--- src/logic/fprc_cfg.svh ---
// register map, reset values, field positions and timing for the fan rate/ramp block
`ifndef FPRC_CFG_SVH
`define FPRC_CFG_SVH

`define FPRC_CLK_NS           10
`define FPRC_ADDR_W           8
`define FPRC_DATA_W           8

`define FPRC_OFS_CFG6         8'h10
`define FPRC_OFS_CFG1         8'h40
`define FPRC_OFS_BHV1         8'h5c
`define FPRC_OFS_BHV2         8'h5d
`define FPRC_OFS_BHV3         8'h5e
`define FPRC_OFS_SPAN1        8'h5f
`define FPRC_OFS_SPAN2        8'h60
`define FPRC_OFS_SPAN3        8'h61
`define FPRC_OFS_RAMP1        8'h62

`define FPRC_RST_SPAN         8'hc4
`define FPRC_RST_RAMP         8'h00
`define FPRC_RST_CFG6         8'h00
`define FPRC_RST_CFG1         8'h00
`define FPRC_RST_BHV          3'h3
`define FPRC_RD_IDLE          8'h00

`define FPRC_LOCK_BIT         0
`define FPRC_TBL_BIT          7
`define FPRC_HF_BIT           3
`define FPRC_LOW_RATE_SELECT_MSB         2
`define FPRC_LOW_RATE_SELECT_LSB         0
`define FPRC_SPAN_MSB         7
`define FPRC_SPAN_LSB         4
`define FPRC_RAMP_MSB         2
`define FPRC_RAMP_LSB         0
`define FPRC_SLOW_MSB         2
`define FPRC_SLOW_LSB         0
`define FPRC_BHV_MSB          7
`define FPRC_BHV_LSB          5
`define FPRC_SLOW_LAST        2'h3

// half period of 88.2 Hz, the unit of all low-rate periods
`define FPRC_LF_UNIT_NS       5668934
// ramp time slot for each table, sweep time over 255 duty steps
`define FPRC_SLOT0_US         147058
`define FPRC_SLOT1_US         204705
`define FPRC_NS_PER_US        1000

`endif

--- src/logic/fprc_pkg.sv ---
// types and decode functions shared by the fan rate/ramp block
package fprc_pkg;
    typedef logic [7:0] fprc_byte_t;

    typedef enum logic [2:0] {
        FPRC_BHV_REMOTE1 = 3'b000,
        FPRC_BHV_LOCAL   = 3'b001,
        FPRC_BHV_REMOTE2 = 3'b010,
        FPRC_BHV_FULL    = 3'b011,
        FPRC_BHV_OFF     = 3'b100,
        FPRC_BHV_LR2     = 3'b101,
        FPRC_BHV_ALL     = 3'b110,
        FPRC_BHV_MANUAL  = 3'b111
    } fprc_channel_behaviour_e;

    // low-rate period in half-periods of 88.2 Hz: 11.0 Hz .. 88.2 Hz
    function automatic logic [4:0] fprc_lf_units(input logic [2:0] code);
        case (code)
            3'h0:    fprc_lf_units = 5'h10;
            3'h1:    fprc_lf_units = 5'h0c;
            3'h2:    fprc_lf_units = 5'h08;
            3'h3:    fprc_lf_units = 5'h06;
            3'h4:    fprc_lf_units = 5'h05;
            3'h5:    fprc_lf_units = 5'h04;
            3'h6:    fprc_lf_units = 5'h03;
            default: fprc_lf_units = 5'h02;
        endcase
    endfunction

    // duty increment per time slot
    function automatic logic [5:0] fprc_ramp_inc(input logic [2:0] code);
        case (code)
            3'h0:    fprc_ramp_inc = 6'h01;
            3'h1:    fprc_ramp_inc = 6'h02;
            3'h2:    fprc_ramp_inc = 6'h03;
            3'h3:    fprc_ramp_inc = 6'h04;
            3'h4:    fprc_ramp_inc = 6'h08;
            3'h5:    fprc_ramp_inc = 6'h0c;
            3'h6:    fprc_ramp_inc = 6'h18;
            default: fprc_ramp_inc = 6'h30;
        endcase
    endfunction
endpackage

--- src/logic/fprc_ramp_if.sv ---
// link between the register core and the duty ramp stepper
`timescale 1ns/10ps
interface fprc_ramp_if;
    logic             slot_tick;
    logic [5:0]       inc;
    logic [2:0]       slow;
    logic [2:0]       ramp_en;
    logic [2:0][7:0]  target;
    logic [2:0][7:0]  duty;

    modport core  (output slot_tick, inc, slow, ramp_en, target, input duty);
    modport ramp  (input slot_tick, inc, slow, ramp_en, target, output duty);
endinterface

--- src/logic/fprc_top.sv ---
// fan drive rate, temperature span and remote 1 ramp configuration
//
// The plain strobed port was chosen for this implementation.
`timescale 1ns/10ps
`include "fprc_cfg.svh"
// Notes on behaviour
// RL1 - three-bit code picks 11.0 to 88.2 Hz
// RL2 - rate code ignored in high-frequency drive
// RL3 - bit 3 chooses high or low drive
// RL4 - bits 7:4 give temperature span code
// RL5 - three span registers at 0x5f..0x61
// RL6 - span registers reset to 0xc4
// RL7 - lock makes registers read-only
// RL8 - ramp register resets to zero
// RL9 - remote 1 channels ramp, not step
// RL10 - ramp codes give 1 to 48 per slot
// RL11 - behaviour 000 remote 1, 111 manual
// RL12 - slow bit divides ramp by four
// RL13 - step at most increment per slot
module fprc_top #(
    parameter int unsigned LF_UNIT_CYC = `FPRC_LF_UNIT_NS / `FPRC_CLK_NS,
    parameter int unsigned SLOT0_CYC   = `FPRC_SLOT0_US * `FPRC_NS_PER_US / `FPRC_CLK_NS,
    parameter int unsigned SLOT1_CYC   = `FPRC_SLOT1_US * `FPRC_NS_PER_US / `FPRC_CLK_NS
) (
    input  wire logic        ref_clk,          // system clock, 100 MHz
    input  wire logic        rst,              // synchronous reset, active high
    input  wire logic [7:0]  reg_addr,         // register address
    input  wire logic [7:0]  reg_wdata,        // register write data
    input  wire logic        reg_wr,           // write strobe
    input  wire logic        reg_rd,           // read strobe
    output logic      [7:0]  reg_rdata,        // read data, cycle after strobe
    input  wire logic [23:0] duty_target,      // computed duty per channel
    output logic      [23:0] duty_now,         // ramped duty per channel
    output logic      [2:0]  drive_type_flag,  // 1 = high-frequency drive
    output logic      [2:0]  lf_period_start,  // low-rate period start pulse
    output logic      [11:0] temp_span,        // span code per channel
    output logic             lock_state        // registers locked
);
    fprc_ramp_if rif ();

    fprc_pkg::fprc_byte_t [2:0] span_r;
    fprc_pkg::fprc_byte_t [2:0] span_nxt;
    fprc_pkg::fprc_byte_t       ramp_r;
    fprc_pkg::fprc_byte_t       ramp_nxt;
    fprc_pkg::fprc_byte_t       cfg6_r;
    fprc_pkg::fprc_byte_t       cfg6_nxt;
    logic [2:0][2:0]            bhv_r;
    logic [2:0][2:0]            bhv_nxt;
    logic                       lock_r;
    logic                       lock_nxt;
    logic [7:0]                 rdata_r;
    logic [7:0]                 rdata_nxt;
    logic                       wr_open;

    // register writes; lock is set-only until reset
    always_comb begin
        span_nxt = span_r;
        ramp_nxt = ramp_r;
        cfg6_nxt = cfg6_r;
        bhv_nxt  = bhv_r;
        lock_nxt = lock_r;
        // RL7 locked writes dropped
        wr_open  = reg_wr && !lock_r;
        if (wr_open) begin
            case (reg_addr)
                // RL5 span register decode
                `FPRC_OFS_SPAN1: span_nxt[0] = reg_wdata;
                `FPRC_OFS_SPAN2: span_nxt[1] = reg_wdata;
                `FPRC_OFS_SPAN3: span_nxt[2] = reg_wdata;
                `FPRC_OFS_RAMP1: ramp_nxt    = reg_wdata;
                `FPRC_OFS_CFG6:  cfg6_nxt    = reg_wdata;
                `FPRC_OFS_BHV1:  bhv_nxt[0]  = reg_wdata[`FPRC_BHV_MSB:`FPRC_BHV_LSB];
                `FPRC_OFS_BHV2:  bhv_nxt[1]  = reg_wdata[`FPRC_BHV_MSB:`FPRC_BHV_LSB];
                `FPRC_OFS_BHV3:  bhv_nxt[2]  = reg_wdata[`FPRC_BHV_MSB:`FPRC_BHV_LSB];
                `FPRC_OFS_CFG1:  lock_nxt    = reg_wdata[`FPRC_LOCK_BIT];
                default: ;
            endcase
        end
    end

    // read mux; unmapped addresses and idle cycles read zero
    always_comb begin
        rdata_nxt = `FPRC_RD_IDLE;
        if (reg_rd) begin
            case (reg_addr)
                `FPRC_OFS_SPAN1: rdata_nxt = span_r[0];
                `FPRC_OFS_SPAN2: rdata_nxt = span_r[1];
                `FPRC_OFS_SPAN3: rdata_nxt = span_r[2];
                `FPRC_OFS_RAMP1: rdata_nxt = ramp_r;
                `FPRC_OFS_CFG6:  rdata_nxt = cfg6_r;
                `FPRC_OFS_BHV1:  rdata_nxt = {bhv_r[0], 5'h00};
                `FPRC_OFS_BHV2:  rdata_nxt = {bhv_r[1], 5'h00};
                `FPRC_OFS_BHV3:  rdata_nxt = {bhv_r[2], 5'h00};
                `FPRC_OFS_CFG1:  rdata_nxt = {7'h00, lock_r};
                default:         rdata_nxt = `FPRC_RD_IDLE;
            endcase
        end
    end

    always_ff @(posedge ref_clk) begin
        if (rst) begin
            // RL6 span reset value
            span_r  <= {3{`FPRC_RST_SPAN}};
            // RL8 ramp reset value
            ramp_r  <= `FPRC_RST_RAMP;
            cfg6_r  <= `FPRC_RST_CFG6;
            bhv_r   <= {3{`FPRC_RST_BHV}};
            lock_r  <= 1'b0;
            rdata_r <= `FPRC_RD_IDLE;
        end else begin
            span_r  <= span_nxt;
            ramp_r  <= ramp_nxt;
            cfg6_r  <= cfg6_nxt;
            bhv_r   <= bhv_nxt;
            lock_r  <= lock_nxt;
            rdata_r <= rdata_nxt;
        end
    end

    // low-rate timebase: one unit is half a period at 88.2 Hz
    logic [22:0]      unit_cnt_r;
    logic [22:0]      unit_cnt_nxt;
    logic             unit_tick;
    logic [2:0][4:0]  per_cnt_r;
    logic [2:0][4:0]  per_cnt_nxt;
    logic [2:0]       start_r;
    logic [2:0]       start_nxt;
    logic [2:0][4:0]  per_len;

    always_comb begin
        unit_tick    = (unit_cnt_r == 23'(LF_UNIT_CYC - 1));
        unit_cnt_nxt = unit_tick ? 23'h000000 : unit_cnt_r + 23'h000001;
        per_cnt_nxt  = per_cnt_r;
        start_nxt    = 3'h0;
        for (int i = 0; i < 3; i++) begin
            // RL1 rate code to period
            per_len[i] = fprc_pkg::fprc_lf_units(span_r[i][`FPRC_LOW_RATE_SELECT_MSB:`FPRC_LOW_RATE_SELECT_LSB]);
            // a new rate code restarts the period, so the count never overruns it
            // RL2 rate ignored in high-frequency drive
            // RL3 drive type bit
            if (span_r[i][`FPRC_HF_BIT] ||
                (span_nxt[i][`FPRC_LOW_RATE_SELECT_MSB:`FPRC_LOW_RATE_SELECT_LSB] !=
                 span_r[i][`FPRC_LOW_RATE_SELECT_MSB:`FPRC_LOW_RATE_SELECT_LSB])) begin
                per_cnt_nxt[i] = 5'h00;
            end else if (unit_tick) begin
                if (per_cnt_r[i] + 5'h01 >= per_len[i]) begin
                    per_cnt_nxt[i] = 5'h00;
                    start_nxt[i]   = 1'b1;
                end else begin
                    per_cnt_nxt[i] = per_cnt_r[i] + 5'h01;
                end
            end
        end
    end

    always_ff @(posedge ref_clk) begin
        if (rst) begin
            unit_cnt_r <= 23'h000000;
            per_cnt_r  <= '0;
            start_r    <= 3'h0;
        end else begin
            unit_cnt_r <= unit_cnt_nxt;
            per_cnt_r  <= per_cnt_nxt;
            start_r    <= start_nxt;
        end
    end

    // ramp time slot; table select picks the slot length
    logic [24:0] slot_cnt_r;
    logic [24:0] slot_cnt_nxt;
    logic [24:0] slot_last;
    logic        slot_tick;

    always_comb begin
        // RL10 slot length per table
        slot_last    = cfg6_r[`FPRC_TBL_BIT] ? 25'(SLOT1_CYC - 1) : 25'(SLOT0_CYC - 1);
        slot_tick    = (slot_cnt_r >= slot_last);
        slot_cnt_nxt = slot_tick ? 25'h0000000 : slot_cnt_r + 25'h0000001;
    end

    always_ff @(posedge ref_clk) begin
        if (rst) begin
            slot_cnt_r <= 25'h0000000;
        end else begin
            slot_cnt_r <= slot_cnt_nxt;
        end
    end

    always_comb begin
        rif.slot_tick = slot_tick;
        // RL10 increment per slot
        rif.inc       = fprc_pkg::fprc_ramp_inc(ramp_r[`FPRC_RAMP_MSB:`FPRC_RAMP_LSB]);
        rif.slow      = cfg6_r[`FPRC_SLOW_MSB:`FPRC_SLOW_LSB];
        rif.target    = duty_target;
        for (int i = 0; i < 3; i++) begin
            // RL11 remote 1 behaviour enables ramp
            // RL9 ramp only for remote 1 channels
            rif.ramp_en[i] = (bhv_r[i] == fprc_pkg::FPRC_BHV_REMOTE1);
        end
    end

    fprc_ramp u_ramp (
        .ref_clk (ref_clk),
        .rst     (rst),
        .rif     (rif)
    );

    always_comb begin
        for (int i = 0; i < 3; i++) begin
            drive_type_flag[i] = span_r[i][`FPRC_HF_BIT];
            // RL4 span code out
            temp_span[4*i +: 4] = span_r[i][`FPRC_SPAN_MSB:`FPRC_SPAN_LSB];
        end
    end

    assign reg_rdata       = rdata_r;
    assign duty_now        = rif.duty;
    assign lf_period_start = start_r;
    assign lock_state      = lock_r;

    lock_hold_a: assert property (@(posedge ref_clk) disable iff (rst) // RL7
        lock_r |=> $stable(span_r) && $stable(ramp_r) && lock_r)
        else $error("locked register changed");

    span_write_a: assert property (@(posedge ref_clk) disable iff (rst) // RL5
        (reg_wr && !lock_r && reg_addr == `FPRC_OFS_SPAN2)
        |=> span_r[1] == $past(reg_wdata))
        else $error("local span register did not take write");

    span_reset_a: assert property (@(posedge ref_clk) // RL6
        $past(rst) |-> span_r[2] == `FPRC_RST_SPAN && temp_span[11:8] == 4'hc)
        else $error("span register reset value wrong");

    ramp_reset_a: assert property (@(posedge ref_clk) // RL8
        $past(rst) |-> ramp_r == `FPRC_RST_RAMP)
        else $error("ramp register reset value wrong");

    hf_quiet_a: assert property (@(posedge ref_clk) disable iff (rst) // RL2
        drive_type_flag[0] && $past(drive_type_flag[0]) |-> !lf_period_start[0])
        else $error("low-rate pulse in high-frequency drive");

    drive_flag_a: assert property (@(posedge ref_clk) disable iff (rst) // RL3
        (reg_wr && !lock_r && reg_addr == `FPRC_OFS_SPAN1)
        |=> drive_type_flag[0] == $past(reg_wdata[`FPRC_HF_BIT]))
        else $error("drive type flag does not follow bit 3");

    slow_rate_a: assert property (@(posedge ref_clk) disable iff (rst) // RL1
        (unit_tick && start_nxt[0]) |-> per_cnt_r[0] == per_len[0] - 5'h01)
        else $error("low-rate period length wrong");

    read_back_a: assert property (@(posedge ref_clk) disable iff (rst) // RL4
        (reg_rd && reg_addr == `FPRC_OFS_SPAN1)
        |=> reg_rdata[7:4] == $past(temp_span[3:0]))
        else $error("span read back differs from span output");

    inc_table_a: assert property (@(posedge ref_clk) disable iff (rst) // RL10
        ramp_r[2:0] == 3'h7 |-> rif.inc == 6'h30)
        else $error("fastest ramp increment wrong");

    hf_quiet_three_a: assert property (@(posedge ref_clk) disable iff (rst) // RL2
        drive_type_flag[2] && $past(drive_type_flag[2]) |-> !lf_period_start[2])
        else $error("low-rate pulse on channel three in high-frequency drive");

    hf_clear_a: assert property (@(posedge ref_clk) disable iff (rst) // RL2
        drive_type_flag[0] |=> per_cnt_r[0] == 5'h00)
        else $error("period counter runs in high-frequency drive");

    per_bound_a: assert property (@(posedge ref_clk) disable iff (rst) // RL1
        per_cnt_r[0] < per_len[0])
        else $error("period count beyond its length");

    start_pulse_a: assert property (@(posedge ref_clk) disable iff (rst) // RL1
        lf_period_start[0] |=> !lf_period_start[0])
        else $error("period start pulse longer than one cycle");

    unit_wrap_a: assert property (@(posedge ref_clk) disable iff (rst) // RL1
        unit_cnt_r <= 23'(LF_UNIT_CYC - 1))
        else $error("low-rate unit counter overran");

    rdata_idle_a: assert property (@(posedge ref_clk) disable iff (rst) // RL5
        !reg_rd |=> reg_rdata == `FPRC_RD_IDLE)
        else $error("read data not idle after a cycle without read");

    span_read_a: assert property (@(posedge ref_clk) disable iff (rst) // RL5
        (reg_rd && reg_addr == `FPRC_OFS_SPAN3) |=> reg_rdata == $past(span_r[2]))
        else $error("remote 2 span register read back wrong");

    ramp_write_a: assert property (@(posedge ref_clk) disable iff (rst) // RL10
        (reg_wr && !lock_r && reg_addr == `FPRC_OFS_RAMP1) |=> ramp_r == $past(reg_wdata))
        else $error("ramp register did not take write");

    lock_drop_a: assert property (@(posedge ref_clk) disable iff (rst) // RL7
        (reg_wr && lock_r) |=> $stable(span_r) && $stable(cfg6_r) && $stable(bhv_r))
        else $error("write landed while locked");

    slot_bound_a: assert property (@(posedge ref_clk) disable iff (rst) // RL10
        slot_cnt_r <= 25'(SLOT1_CYC - 1))
        else $error("ramp slot counter overran");
endmodule

--- src/logic/fprc_ramp.sv ---
// duty ramp stepper: moves each remote 1 duty toward its target once per slot (every fourth when slow); other duties follow their target
`timescale 1ns/10ps
`include "fprc_cfg.svh"
module fprc_ramp (
    input  wire logic   ref_clk, // system clock
    input  wire logic   rst,     // synchronous reset
    fprc_ramp_if.ramp   rif      // slot, increment and targets in, duty out
);
    logic [2:0][7:0] duty_r;
    logic [2:0][7:0] duty_nxt;
    logic [2:0][1:0] quarter_r;
    logic [2:0][1:0] quarter_nxt;
    logic [8:0]      gap;
    logic            step;

    always_comb begin
        duty_nxt    = duty_r;
        quarter_nxt = quarter_r;
        gap         = 9'h000;
        step        = 1'b0;
        for (int i = 0; i < 3; i++) begin
            if (!rif.ramp_en[i]) begin
                duty_nxt[i] = rif.target[i];
            end else if (rif.slot_tick) begin
                // slow ramp: one step every fourth slot
                // RL12 quarter slot rate
                quarter_nxt[i] = quarter_r[i] + 2'h1;
                step = !rif.slow[i] || (quarter_r[i] == `FPRC_SLOW_LAST);
                // RL13 bounded step per slot
                if (step && (rif.target[i] > duty_r[i])) begin
                    gap = {1'b0, rif.target[i]} - {1'b0, duty_r[i]};
                    duty_nxt[i] = (gap > {3'h0, rif.inc}) ? duty_r[i] + {2'h0, rif.inc}
                                                          : rif.target[i];
                end else if (step && (rif.target[i] < duty_r[i])) begin
                    gap = {1'b0, duty_r[i]} - {1'b0, rif.target[i]};
                    duty_nxt[i] = (gap > {3'h0, rif.inc}) ? duty_r[i] - {2'h0, rif.inc}
                                                          : rif.target[i];
                end
            end
        end
    end

    always_ff @(posedge ref_clk) begin
        if (rst) begin
            duty_r    <= '0;
            quarter_r <= '0;
        end else begin
            duty_r    <= duty_nxt;
            quarter_r <= quarter_nxt;
        end
    end

    assign rif.duty = duty_r;

    step_bound_a: assert property (@(posedge ref_clk) disable iff (rst) // RL9
        (rif.ramp_en[0] && $stable(rif.ramp_en[0]) && rif.target[0] > duty_r[0])
        |=> (duty_r[0] - $past(duty_r[0])) <= {2'h0, $past(rif.inc)})
        else $error("remote 1 duty rose by more than the increment");

    idle_hold_a: assert property (@(posedge ref_clk) disable iff (rst) // RL13
        (rif.ramp_en[0] && $past(rif.ramp_en[0]) && !$past(rif.slot_tick))
        |-> $stable(duty_r[0]))
        else $error("ramped duty moved outside a time slot");

    direct_a: assert property (@(posedge ref_clk) disable iff (rst) // RL11
        !rif.ramp_en[1] |=> duty_r[1] == $past(rif.target[1]))
        else $error("unramped duty did not follow its target");
endmodule

--- config.mk ---
export PLATFORM = sky130hd
export DESIGN_NAME = fprc_top
export DESIGN_NICKNAME = d
export VERILOG_FILES = /design/src/logic/fprc_pkg.sv /design/src/logic/fprc_ramp_if.sv /design/src/logic/fprc_top.sv /design/src/logic/fprc_ramp.sv
export VERILOG_INCLUDE_DIRS = /design/src /design/src/logic
export SDC_FILE = /design/constraint.sdc
export NUM_CORES = 1
export LEC_CHECK = 0
export BUFFER_PORTS_ARGS = -buffer_cell sky130_fd_sc_hd__buf_4
export CAP_MARGIN = 10
export CORE_ASPECT_RATIO = 1.75
export CORE_MARGIN = 3
export CORE_UTILIZATION = 55
export DETAILED_ROUTE_END_ITERATION = 10
export GPL_ROUTABILITY_DRIVEN = 0
export GPL_TIMING_DRIVEN = 0
export PLACE_DENSITY = 0.72
export SETUP_SLACK_MARGIN = 0.15
export SLEW_MARGIN = 30
export SYNTH_ARGS = -nofsm -noshare
export SYNTH_HDL_FRONTEND = slang
export SYNTH_SLANG_ARGS = --single-unit
export TNS_END_PERCENT = 30
--- constraint.sdc ---
create_clock -name ref_clk -period 4.35 [get_ports ref_clk]
set_input_delay 0.87 -clock ref_clk [delete_from_list [all_inputs] [get_ports ref_clk]]
set_output_delay 0.87 -clock ref_clk [all_outputs]
set_load 0.01 [all_outputs]
# Word-level counts from Yosys, hierarchy flattened
# Cells that the tools add are included.
# totals
regBits,154
latch_bits,0
ramBits,0
mem_bits_ro,0
in_bits,44
out_inout_bits,51
word_cells,193
memories,0
# classes
add_sub_neg,20
n_mul,0
n_div,0
n_lt_le_gt_ge,16
eq_ne,46
shift,0
n_mux,34
bitwise,2
reduce_logical,48
# op_table
op,count
8-bit 2-to-1 mux,20
5-bit case mux with 7 select lines,3
8-bit case mux with 9 select lines,1
"8-bit by 7-bit == test with 1-bit output, second input constant",8
9-bit by 6-bit > comparator with 1-bit output,6
8-bit by 8-bit subtractor with 9-bit output,6
6-bit case mux with 7 select lines,1
"3-bit == test, second input constant",12
2-bit AND reduction,15
"25-bit by 1-bit adder with 25-bit output, second input constant",1
25-bit greater-or-equal comparator,1
25-bit 2-to-1 mux,1
8-bit by 6-bit adder with 8-bit output,3
"3-bit by 2-bit == test with 1-bit output, second input constant",8
8-bit > comparator,3
8-bit < comparator,3
8-bit by 6-bit subtractor with 8-bit output,3
"23-bit by 1-bit adder with 23-bit output, second input constant",1
"23-bit by 20-bit == test with 1-bit output, second input constant",1
3-bit logical NOT,7
19-bit 2-to-1 mux,1
"5-bit by 1-bit adder with 5-bit output, second input constant",3
5-bit greater-or-equal comparator,3
5-bit 2-to-1 mux,3
15 further kinds,52

# Longest topological paths before layout
# Gate-level depths: netlist of run 1.
# logic_depth
depth_word,8
mapped_depth,17
depth_no_buf,17

# By module
# Synthesis of run 1 repeated with hierarchy kept, for this count alone.
# unflattened
cells_unflattened,1610
hier_area_um2,12944.9
# modules_own_cells
module,instances,cells_per_inst,area_each_um2,seq_area_each_um2
fprc_top,1,755,6487.5,2482.4
fprc_ramp,1,855,6457.4,600.6

# Worst setup path after synthesis of run 1
# OpenSTA, ideal clock, no wires.
# synth_timing
path_kind,input to register
start,input port duty_target[16]
end,register u_ramp.duty_r (netlist bit u_ramp.rif.duty[21])
setup_time_ps,59
arrival_time_ps,3780
t_required_ps,4291
path_slack_ps,511
cell_stages,17
path_buffers,1
cell_sequence,inv_1 -> ha_1 -> inv_1 -> fa_1 -> a211oi_1 -> nor2_1 -> xnor2_1 -> ha_1 -> a211oi_1 -> o21ai_0 -> o21ai_0 -> nand4_1 -> o21bai_1 -> buf_2 -> o221ai_1 -> a221oi_1 -> a221o_1
# synth_via
elab_chain_cells,7
word_cells_on_any_way,16
classes_between,add/sub (2); order compare (4); eq/ne (1); mux (6); reduce/logical (3)
# synth_lines
item,line,text
start: declaration,fprc_top.sv:32,"input wire logic [23:0] duty_target,"
8-bit by 8-bit subtractor with 9-bit output,fprc_ramp.sv:35,"gap = {1'b0, duty_r[i]} - {1'b0, rif.target[i]};"
9-bit by 6-bit > comparator with 1-bit output,fprc_ramp.sv:36,"duty_nxt[i] = (gap > {3'h0, rif.inc}) ? duty_r[i] - {2'h0, rif.inc}"
8-bit 2-to-1 mux,fprc_ramp.sv:36,
8-bit 2-to-1 mux,fprc_ramp.sv:34,end else if (step && (rif.target[i] < duty_r[i])) begin
8-bit 2-to-1 mux,fprc_ramp.sv:30,if (step && (rif.target[i] > duty_r[i])) begin
8-bit 2-to-1 mux,fprc_ramp.sv:24,end else if (rif.slot_tick) begin
8-bit 2-to-1 mux,fprc_ramp.sv:22,if (!rif.ramp_en[i]) begin
end signal: assignment,fprc_ramp.sv:48,duty_r <= duty_nxt;
end: declaration,fprc_ramp.sv:9,logic [2:0][7:0] duty_r;
# Parallel ways exist; a longest one is shown, timed or not. The select of a mux whose other input is x is not followed.
# A chain may end at the register's enable or synchronous reset.

# Worst setup path after layout of run 1
# layout_timing
start,input port duty_target[0]
end,register u_ramp.duty_r (netlist bit u_ramp.rif.duty[7])
# Same word-level chain as after synthesis.

==> results of run 1 <==
placed cells by master (no fill, tap or decap), types with 13 or more instances in the layout:
cell type	instances
sky130_fd_sc_hd__nand2b_1	20
sky130_fd_sc_hd__or3_1	16
sky130_fd_sc_hd__a21o_1	38
sky130_fd_sc_hd__dfxtp_1	153
sky130_fd_sc_hd__ha_1	154
sky130_fd_sc_hd__o21a_1	15
sky130_fd_sc_hd__nor2_1	132
sky130_fd_sc_hd__nand4_1	28
sky130_fd_sc_hd__nand3_1	78
sky130_fd_sc_hd__o21ai_0	51
sky130_fd_sc_hd__o22ai_1	13
sky130_fd_sc_hd__and2_1	16
sky130_fd_sc_hd__buf_4	107
sky130_fd_sc_hd__a211oi_1	19
sky130_fd_sc_hd__o21bai_1	14
sky130_fd_sc_hd__a21oi_1	110
sky130_fd_sc_hd__mux2i_1	40
sky130_fd_sc_hd__xnor2_1	44
sky130_fd_sc_hd__buf_2	13
sky130_fd_sc_hd__o221ai_1	13
sky130_fd_sc_hd__clkbuf_1	53
sky130_fd_sc_hd__inv_1	97
sky130_fd_sc_hd__a22oi_1	21
sky130_fd_sc_hd__xor2_1	53
sky130_fd_sc_hd__clkbuf_16	17
sky130_fd_sc_hd__nand2_1	135
sky130_fd_sc_hd__nor3_1	22
sky130_fd_sc_hd__nor2b_1	25
sky130_fd_sc_hd__and3_1	19
worst reg2reg max path: stages, from the launching register on:
cell and delay, ns:
sky130_fd_sc_hd__dfxtp_1 0.56, sky130_fd_sc_hd__inv_1 0.23, sky130_fd_sc_hd__fa_1 0.52, sky130_fd_sc_hd__a211oi_4 0.29, sky130_fd_sc_hd__o21bai_1 0.19, sky130_fd_sc_hd__xnor2_1 0.17
sky130_fd_sc_hd__ha_1 0.28, sky130_fd_sc_hd__nand4_1 0.16, sky130_fd_sc_hd__nor2_1 0.06, sky130_fd_sc_hd__o31a_1 0.30, sky130_fd_sc_hd__o22ai_2 0.25, sky130_fd_sc_hd__and2_4 0.25
sky130_fd_sc_hd__mux2i_2 0.17, sky130_fd_sc_hd__nor3b_1 0.22, sky130_fd_sc_hd__a2111oi_2 0.27
path summary, 6_finish.rpt:
kind	startpoint	to	slack, ns	depth (start not counted)
max	duty_target[0]	u_ramp.rif.duty[7]	0.30	17
min	unit_cnt_r[0]	unit_cnt_r[0]	0.45	1
max reg2reg	u_ramp.rif.duty[1]	u_ramp.rif.duty[7]	0.33	14
min reg2reg	unit_cnt_r[0]	unit_cnt_r[0]	0.45	1
power by group through the flow:
stage               registers (mW)  logic [mW]  clock network, mW
floorplan                     1.49       0.648                  0
global placement              1.49       0.858                  0
detailed placement            1.49       0.879                  0
CTS                           1.46       0.884               1.55
global route                  1.46        1.01               1.60
finish                        1.46       0.907               1.53
logic make-up after synthesis:
group | after synthesis | share of synthesized area, %
and+or+nand+nor | 533 | 20.2
AOI/OAI and AO/OA | 399 | 21.7
adders and majority gates | 166 | 17.0
muxes | 45 | 3.71
buffers and inverters | 189 | 6.65
xor gates and xnor gates | 97 | 6.66
DFF | 154 | 24.2
stage by stage:
step / total power [mW] / utilization (%)
after floorplan: 2.13 / -
after global placement: 2.35 / 60.6
after detailed placement: 2.37 / 60.7
after CTS: 3.89 / 63.3
after global routing: 4.07 / 63.6
final: 3.90 / 63.6
per-layer routing:
layer  vias up  global-route usage [%]  wire, um
met5         -                       0         0
met4         0                    14.4      1800
met3       126                    3.98      1810
met2       423                    52.4     18600
met1      5654                    33.2     14300
li1       5871                       -         -
area by class of cell:
type	count	share of cell area, %
inverter	99	2.59
sequential	154	21.3
clock inverter	11	1.00
buffer	90	3.31
clock buffer	21	3.11
tap	300	2.59
multi-input combinational	1240	61.4
timing repair buffer	89	4.62
timing repair:
action | in CTS | in global routing
pin swaps | 0 | 1
cloned | 0 | 0
resized for setup | 1 | 11
buffers inserted | 0 | 3
endpoints found under the setup margin | 7 | 13
state kept, by name, summed over array words and instances, names as in the netlist:
name and cells:
reg_rdata 8, lf_period_start 3, temp_span 12, unit_cnt_r 23, u_ramp.quarter_r 6, bhv_r 9
span_r 9, slot_cnt_r 25, cfg6_r 8, drive_type_flag 3, ramp_r 8, per_cnt_r 15
lock_state 1, u_ramp.rif.duty 24
==> flow_metrics.tcl, run 1 <==
set metrics [dict create \
    tightest_slew_ns 1.06 \
    fin_crit_ns 4.05 \
    worst-path-max-fanout 7 \
    flow.area_growth_from_synthesis_pct 13.3 \
    final.fill_count 2026 \
    netlist_top_cells_area "sky130_fd_sc_hd__dfxtp_1 (24%), sky130_fd_sc_hd__ha_1 (15%), sky130_fd_sc_hd__a21oi_1 (4.4%)" \
    instances_no_fill 2004 \
    cts_tree "yes" \
    synth_nets 1793 \
    area_used_by_multi_input_combinational_logic_mm2 0.00889 \
    placeableCoreArea_mm2 0.0227 \
    cts_buffers 17 \
    max_slew_margin_pct 29.1 \
    synth.top_cell.area_share_pct 24.2 \
    detail_route.drc_violations 0 \
    synth_sequential_area_ratio_pct 24.2 \
    nNetsFinal 1901 \
    count_of_maximum_capacitance_violations 0 \
    initial_utilization_pct 56.1 \
    layout_cells_sized_above_1_pct 11.7 \
    drt_first_iter_violations 901 \
    post-route-cell-area_mm2 0.0145 \
    synth_cell_type_count 89 \
    power_frac_comb_pct 23.2 \
    cp.required_ns 4.70 \
    dp.cells 1969 \
    fin_worst_skew_ns 0.00693 \
    worst_ir_drop_vdd_uv 295 \
    grt_pass1_wl_um 59800 \
    cellInternalPower_mw 2.73 \
    path_class "primary input to register" \
    number_of_antenna_cells_inserted 0 \
    drv_slew 0 \
    fin_setup_tns_ns 0 \
    postSynthCellCount 1583 \
    synth_edf_count 0 \
    viasPerCell 6.02 \
    fp-row-count 73 \
    layout_worst_path_cycle_share_pct 93.0 \
    dr_total_vias 12100 \
    grt_antenna_before_repair 0 \
    power.sequential.fraction_pct 37.4 \
    via_count_of_the_first_global_routing_pass 12200 \
    die_y_um 208 \
    worst_path_max_delay_cell "sky130_fd_sc_hd__fa_1" \
    drt_wl_total_um 36400 \
    postLayoutSetupSlackWorst_ns 0.302 \
    cts.hold.buffers_added 0 \
    synthArstFlopShare_pct 0 \
    critical_path.startpoint_type "primary input" \
    die_w_um 121 \
    crit_buf_inv 3 \
    clk_pin_slew_worst_paths_ns 0.07 \
    synth_ff_type "sky130_fd_sc_hd__dfxtp_1" \
    detail_route.wl_per_cell_um 18.2 \
    detailedPlace.worstSlack_ns -0.244 \
    worst_skew_pair.late_latency_ns 0.44 \
    dominant_delay_contributor_by_cell_family_on_the_critical_path "compound AO/OA/AOI/OAI gates" \
    clock_tree.root_cell "sky130_fd_sc_hd__clkbuf_16" \
    setup_violations 0 \
    rsz0062_at_grt "true" \
    place.port_buffers 86 \
    globalRouteOverflowTotal 0 \
    clock_path_buffers 2 \
    cp.arrival_ns 4.39 \
    dieArea_mm2 0.0251 \
    power.clock.fraction_pct 39.3 \
    track_usage_pct 29.1 \
    num_clock_sinks 154 \
    run_status "finished clean" \
    firstDrtPassIters 5 \
    timing.hold.ws_ns 0.452 \
    placed_cell_area_mm2 0.0138 \
    seqCellArea_mm2 0.00308 \
    worstPathCellList "buf_4 > inv_1 > ha_1 > inv_1 > fa_1 > a211oi_4 > o21bai_1 > xnor2_1 > ha_1 > nand4_1 > nor2_1 > o31a_1 > o22ai_2 > and2_4 > mux2i_2 > nor3b_1 > a2111oi_2" \
    cpPeakStageDelay_ns 0.45 \
    fmaxAchievable_ghz 0.247 \
    crit_path_end_kind "register" \
    net-switching-power_mw 1.17 \
    cellLeakagePower_nw 6.10 \
    net_switching_share_of_the_total_power_pct 30.0 \
    synth.largest_area_cell "sky130_fd_sc_hd__dfxtp_1" \
    postSynthRegisterBits 154 \
    yosysWarnings 0 \
    worstHoldPathType "register to register" \
    clock_tree.htree_level_count 4 \
    pwr_density_cell_mw_per_mm2 270 \
    netlist_area_mm2 0.0128 \
    io_pins 95 \
    syn-mean-instance-area_um2 8.06 \
    grt_max_degree 17 \
    route.antenna.remaining_nets 0 \
    synth_common_cells "sky130_fd_sc_hd__dfxtp_1 (154), sky130_fd_sc_hd__ha_1 (154), sky130_fd_sc_hd__nand2_1 (135), sky130_fd_sc_hd__nor2_1 (133), sky130_fd_sc_hd__a21oi_1 (111)" \
    finalHoldViolCount 0 \
    hpwl_um 28000 \
]
(Power assumes the default switching activity.)
==> run 2, diff against run 1 <==
CORE_ASPECT_RATIO = 2   (was 1.75)
REMOVE_ABC_BUFFERS = 1   (was not set)
==> run 2 against run 1 <==
  * Clock-buffer cell count shrank 1
  * Critical path depth unchanged
  * Sequential share of layout area rose by 0.43 points
  * Worst setup slack got worse by 0.12 ns
==> flow_metrics.tcl, run 2 (synthesized netlist as in run 1, its figures left out) <==
set metrics [dict create \
    grt_max_degree 64 \
    rsz0062_at_grt "true" \
    firstDrtPassIters 5 \
    flow.area_growth_from_synthesis_pct 11.1 \
    detail_route.drc_violations 0 \
    route.antenna.remaining_nets 0 \
    drv_slew 0 \
    fp-row-count 78 \
    crit_buf_inv 3 \
    die_w_um 114 \
    grt_antenna_before_repair 0 \
    via_count_of_the_first_global_routing_pass 12100 \
    setup_violations 0 \
    finalHoldViolCount 0 \
    drt_wl_total_um 36300 \
    layout_commonest_cell "sky130_fd_sc_hd__ha_1" \
    path_class "primary input to register" \
    detailedPlace.worstSlack_ns -0.572 \
    cpPeakStageDelay_ns 0.46 \
    fmaxAchievable_ghz 0.240 \
    route.met2.wl_um 19900 \
    clock_tree.htree_level_count 4 \
    max_slew_margin_pct 41.7 \
    clock_tree.root_cell "sky130_fd_sc_hd__clkbuf_16" \
    largest_reg_flops 25 \
    cellInternalPower_mw 2.74 \
    regMostFlops "slot_cnt_r" \
    worst-path-max-fanout 7 \
    cp.required_ns 4.69 \
    clk_pin_slew_worst_paths_ns 0.07 \
    layout_worst_path_cycle_share_pct 95.7 \
    tightest_slew_ns 0.868 \
    wl_met1_um 12400 \
    pwr_density_cell_mw_per_mm2 278 \
    postLayoutSetupSlackWorst_ns 0.185 \
    power_frac_comb_pct 23.4 \
    initial_utilization_pct 56.1 \
    fin_crit_ns 4.16 \
    dieArea_mm2 0.0252 \
    cts.hold.buffers_added 0 \
    net-switching-power_mw 1.20 \
    count_of_maximum_capacitance_violations 0 \
    critical_path.startpoint_type "primary input" \
    num_clock_sinks 154 \
    fin_setup_tns_ns 0 \
    crit_path_end_kind "register" \
    placeableCoreArea_mm2 0.0227 \
    grt_pass1_wl_um 58400 \
    cts_tree "yes" \
    power.clock.fraction_pct 39.6 \
    track_usage_pct 28.6 \
    clock_path_buffers 2 \
    dominant_delay_contributor_by_cell_family_on_the_critical_path "compound AO/OA/AOI/OAI gates" \
    worst_skew_pair.late_latency_ns 0.43 \
    run_status "finished clean" \
    worstHoldPathType "register to register" \
    layout_common_cells "sky130_fd_sc_hd__ha_1 (154), sky130_fd_sc_hd__dfxtp_1 (153), sky130_fd_sc_hd__nand2_1 (135), sky130_fd_sc_hd__nor2_1 (132), sky130_fd_sc_hd__a21oi_1 (111)" \
    die_y_um 221 \
    worst_ir_drop_vdd_uv 350 \
    net_switching_share_of_the_total_power_pct 30.5 \
    worstPathCellList "buf_4 > inv_1 > ha_1 > inv_1 > fa_1 > a211oi_4 > o21bai_1 > xnor2_1 > ha_1 > nand4_1 > nor2_1 > o31a_1 > o22ai_2 > and2_4 > mux2i_2 > nor3b_1 > a2111oi_2" \
    globalRouteOverflowTotal 0 \
    top_layer_used "met4" \
    met3WireLength_um 1500 \
    worst_path_max_delay_cell "sky130_fd_sc_hd__fa_1" \
    place.port_buffers 94 \
    power.sequential.fraction_pct 37.0 \
    fin_worst_skew_ns 0.0106 \
    cellLeakagePower_nw 5.95 \
    io_pins 95 \
    cp.arrival_ns 4.50 \
    hpwl_um 28200 \
    detail_route.wl_per_cell_um 19.0 \
    cts_buffers 17 \
    number_of_antenna_cells_inserted 0 \
    viasPerCell 6.25 \
    nNetsFinal 1828 \
    drt_first_iter_violations 624 \
    layout_cells_sized_above_1_pct 11.0 \
    dr_total_vias 11900 \
]
-- run 2: changes by cell type in the layout (fill, tap and decap cells not counted), sizes merged --
cell / previous run / this run
buf: 125 / 106
clkbuf: 75 / 20
clkinv: 5 / 2
inv: 98 / 102
-- run 2: timing repair --
item | 4_1_cts | 5_1_grt
pin swaps | 0 | 3
setup buffers | 0 | 10
gates resized for setup | 4 | 6
setup endpoints to repair | 13 | 23
-- run 2: path summary, 6_finish.rpt --
kind | startpoint | end | slack (ns) | cells after the start
worst min register to register | unit_cnt_r[0] | unit_cnt_r[0] | 0.45 | 1
worst max register to register | u_ramp.rif.duty[9] | u_ramp.rif.duty[9] | 0.35 | 15
worst max-delay path | duty_target[0] | u_ramp.rif.duty[7] | 0.19 | 17
worst min-delay path | unit_cnt_r[0] | unit_cnt_r[0] | 0.45 | 1
-- run 2: power by group through the flow --
stage	Sequential, mW	Combinational [mW]	Clock, mW
2_1_floorplan	1.49	0.606	0
3_3_place_gp	1.49	0.843	0
3_5_place_dp	1.49	0.869	0
4_1_cts	1.46	0.882	1.58
5_1_grt	1.46	1.02	1.64
6_report	1.46	0.924	1.56
-- run 2: metal layers --
metal	up-vias	GRT usage (%)
met3	156	3.61
met4	0	18.6
met2	392	55.3
met1	5653	27.1
li1	5737	-
met5	-	0
-- run 2: final cells by class --
class                           instances  area (um2)
Clock buffer                           20         447
Fill cell                            2035        8560
Multi-Input combinational cell       1240        8930
Inverter                               99         372
Timing Repair Buffer                  106         831
Tap cell                              280         350
Sequential cell                       154        3080
Clock inverter                         12         164
-- run 2: metrics by stage --
step / power [mW] / instance area [um2] / cells / utilization, % / hold slack [ns]
after floorplan: 2.09 / 12300 / 1493 / - / 0.417
after global placement: 2.33 / 13300 / 1867 / 58.7 / 0.425
after detailed placement: 2.36 / 13400 / 1869 / 58.9 / 0.444
after CTS: 3.93 / 14000 / 1901 / 61.7 / 0.454
after global routing: 4.12 / 14200 / 1911 / 62.4 / 0.479
final: 3.95 / 14200 / 1911 / 62.4 / 0.452
-- run 2: worst register-to-register path, cell delays in order (launching register included) --
cell and delay (ns):
sky130_fd_sc_hd__dfxtp_1 0.56, sky130_fd_sc_hd__inv_1 0.22, sky130_fd_sc_hd__fa_1 0.51, sky130_fd_sc_hd__a21o_1 0.20, sky130_fd_sc_hd__a21oi_1 0.23, sky130_fd_sc_hd__xnor2_1 0.16, sky130_fd_sc_hd__ha_1 0.29, sky130_fd_sc_hd__nand2_1 0.08
sky130_fd_sc_hd__o21ai_0 0.08, sky130_fd_sc_hd__nor4_1 0.25, sky130_fd_sc_hd__o22ai_1 0.17, sky130_fd_sc_hd__nor3_4 0.22, sky130_fd_sc_hd__buf_12 0.16, sky130_fd_sc_hd__nor2_1 0.08, sky130_fd_sc_hd__a2111oi_0 0.54, sky130_fd_sc_hd__nor4b_1 0.11
==> run 3, diff against run 2 <==
ABC_AREA = 1   (was not set)
==> run 3 against run 2 <==
  * Synthesized area grew 8.0%
  * Clock power is essentially flat
  * Critical endpoint is now u_ramp.rif.duty[16]
  * Core utilization decreased by 0.43 points
==> flow_metrics.tcl, run 3 <==
set metrics [dict create \
    via_count_of_the_first_global_routing_pass 13900 \
    globalRouteOverflowTotal 0 \
    cts_tree "yes" \
    clock_tree.root_cell "sky130_fd_sc_hd__clkbuf_16" \
    max_slew_margin_pct 42.4 \
    synth.largest_area_cell "sky130_fd_sc_hd__dfxtp_1" \
    instances_no_fill 2466 \
    synth_sequential_area_ratio_pct 22.4 \
    fp-row-count 81 \
    dr_total_vias 13800 \
    synthArstFlopShare_pct 0 \
    number_of_antenna_cells_inserted 0 \
    synth_cell_type_count 56 \
    synth_edf_count 0 \
    layout_worst_path_cycle_share_pct 87.7 \
    largest_reg_flops 25 \
    syn-mean-instance-area_um2 6.67 \
    final.fill_count 2389 \
    grt_pass1_wl_um 65300 \
    postSynthRegisterBits 154 \
    cellLeakagePower_nw 7.37 \
    worst-path-max-fanout 11 \
    num_clock_sinks 154 \
    regMostFlops "slot_cnt_r" \
    route.antenna.remaining_nets 0 \
    rsz0062_at_grt "false" \
    cp.required_ns 4.70 \
    detail_route.drc_violations 0 \
    synth_ff_type "sky130_fd_sc_hd__dfxtp_1" \
    run_status "finished clean" \
    die_y_um 230 \
    fin_crit_ns 3.81 \
    fin_worst_skew_ns 0.0122 \
    clock_tree.htree_level_count 4 \
    placed_cell_area_mm2 0.0146 \
    clk_pin_slew_worst_paths_ns 0.07 \
    fmaxAchievable_ghz 0.262 \
    clock_path_buffers 2 \
    fin_setup_tns_ns 0 \
    die_w_um 118 \
    flow.area_growth_from_synthesis_pct 10.2 \
    postLayoutSetupSlackWorst_ns 0.536 \
    power_mw 3.94 \
    cts_resized 1 \
    layout_common_cells "sky130_fd_sc_hd__nand2_1 (469), sky130_fd_sc_hd__inv_1 (297), sky130_fd_sc_hd__nand3_1 (162), sky130_fd_sc_hd__nor2_1 (162)" \
    pwr_density_cell_mw_per_mm2 259 \
    synth_common_cells "sky130_fd_sc_hd__nand2_1 (470), sky130_fd_sc_hd__inv_1 (298), sky130_fd_sc_hd__nor2_1 (163), sky130_fd_sc_hd__nand3_1 (162)" \
    r2r_slack_ns 0.54 \
    track_usage_pct 29.6 \
    worst_ir_drop_vdd_uv 378 \
    postSynthCellCount 2068 \
    crit_path_end_kind "register" \
    yosysWarnings 0 \
    netlist_area_mm2 0.0138 \
    tightest_slew_ns 0.856 \
    critical_path.startpoint_type "register" \
    count_of_maximum_capacitance_violations 0 \
    drt_first_iter_violations 654 \
    detail_route.wl_per_cell_um 16.4 \
    post_cts.repair.setup_buffers 0 \
    grt_max_degree 42 \
    layout_cells_sized_above_1_pct 11.2 \
    hpwl_um 32200 \
    path_class "register to register" \
    synth.top_cell.area_share_pct 22.4 \
    placeableCoreArea_mm2 0.0245 \
    drt_wl_total_um 40300 \
    detailedPlace.worstSlack_ns -0.117 \
    layout_commonest_cell "sky130_fd_sc_hd__nand2_1" \
    worstHoldPathType "register to register" \
    dieArea_mm2 0.0271 \
    firstDrtPassIters 7 \
    dp.cells 2434 \
    seqCellArea_mm2 0.00308 \
    cp.arrival_ns 4.16 \
    netlist_top_cells_area "sky130_fd_sc_hd__dfxtp_1 (22%), sky130_fd_sc_hd__ha_1 (14%), sky130_fd_sc_hd__nand2_1 (13%)" \
    place.port_buffers 94 \
    nNetsFinal 2331 \
    post-route-cell-area_mm2 0.0152 \
    worst_skew_pair.late_latency_ns 0.45 \
    area_used_by_multi_input_combinational_logic_mm2 0.00915 \
    cts_buffers 17 \
    grt_antenna_before_repair 0 \
    initial_utilization_pct 56.2 \
    io_pins 95 \
    timing.hold.ws_ns 0.452 \
    drv_slew 0 \
    most_frequent_cell_after_synthesis "sky130_fd_sc_hd__nand2_1" \
    viasPerCell 5.61 \
    finalHoldViolCount 0 \
    layout.core_utilization_pct 61.9 \
    setup_violations 0 \
    cts.hold.buffers_added 0 \
]
run 3: cell count changes after synthesis, moves of 29 or more:
cell | previous run | this run
sky130_fd_sc_hd__o21ai_0 | 52 | 81
sky130_fd_sc_hd__xnor2_1 | 44 | 15
sky130_fd_sc_hd__nand3_1 | 78 | 162
sky130_fd_sc_hd__nor2_1 | 133 | 163
sky130_fd_sc_hd__nand2_1 | 135 | 470
sky130_fd_sc_hd__a21o_1 | 38 | 2
sky130_fd_sc_hd__inv_1 | 98 | 298
sky130_fd_sc_hd__mux2i_1 | 40 | 0
sky130_fd_sc_hd__clkbuf_1 | 50 | 17
run 3: layout make-up:
class                      count  area share, %
multi-input combinational   1531           60.2
sequential                   154           20.3
inverter                     321           7.94
timing repair buffer          96           4.85
clock buffer                  19           2.92
tap                          332           2.73
clock inverter                13           1.07
run 3: power by group:
part	leakage, nW	total, mW	internal [mW]	switching (mW)
registers	1.25	1.46	1.43	0.0335
logic	5.85	0.923	0.335	0.588
clock network	0.279	1.55	0.876	0.677
total	7.37	3.94	2.64	1.30
run 3: final timing paths:
| kind | to | start | cells past startpoint |
|---|---|---|---|
| max reg2reg | u_ramp.rif.duty[16] | ramp_r[2] | 17 |
| min reg2reg | ramp_r[5] | ramp_r[5] | 2 |
| min | ramp_r[5] | ramp_r[5] | 2 |
| max | u_ramp.rif.duty[16] | ramp_r[2] | 17 |
run 3: logic make-up after synthesis:
kind of cell / after synthesis / synth area share [%]
buffers and inverters: 383 / 11.5
adder cells (fa/ha/maj): 166 / 15.7
XOR/XNOR: 72 / 4.57
AND/OR/NAND/NOR: 969 / 32.3
flip-flops: 154 / 22.4
AO/OA/AOI/OAI: 324 / 13.5
run 3: metal layers:
metal	wire length (um)	GRT usage [%]
met2	22200	59.0
met5	0	0
met4	3060	21.0
met3	1350	4.01
met1	13700	26.7
run 3: worst max-delay path, cell delays in order, from the launching register on:
cell                       delay [ns]
sky130_fd_sc_hd__dfxtp_1         0.36
sky130_fd_sc_hd__nand2_2         0.37
sky130_fd_sc_hd__inv_1           0.26
sky130_fd_sc_hd__nor3_2          0.42
sky130_fd_sc_hd__inv_1           0.40
sky130_fd_sc_hd__ha_1            0.42
sky130_fd_sc_hd__nand2_1         0.06
sky130_fd_sc_hd__nand2_1         0.05
sky130_fd_sc_hd__nand2_1         0.05
sky130_fd_sc_hd__nand3_1         0.07
sky130_fd_sc_hd__nand2_1         0.06
sky130_fd_sc_hd__nand2_1         0.04
sky130_fd_sc_hd__nand2_1         0.21
sky130_fd_sc_hd__nand3_1         0.41
sky130_fd_sc_hd__o211ai_1        0.31
sky130_fd_sc_hd__nand3_1         0.10
sky130_fd_sc_hd__nand2_1         0.08
sky130_fd_sc_hd__nor2_1          0.04
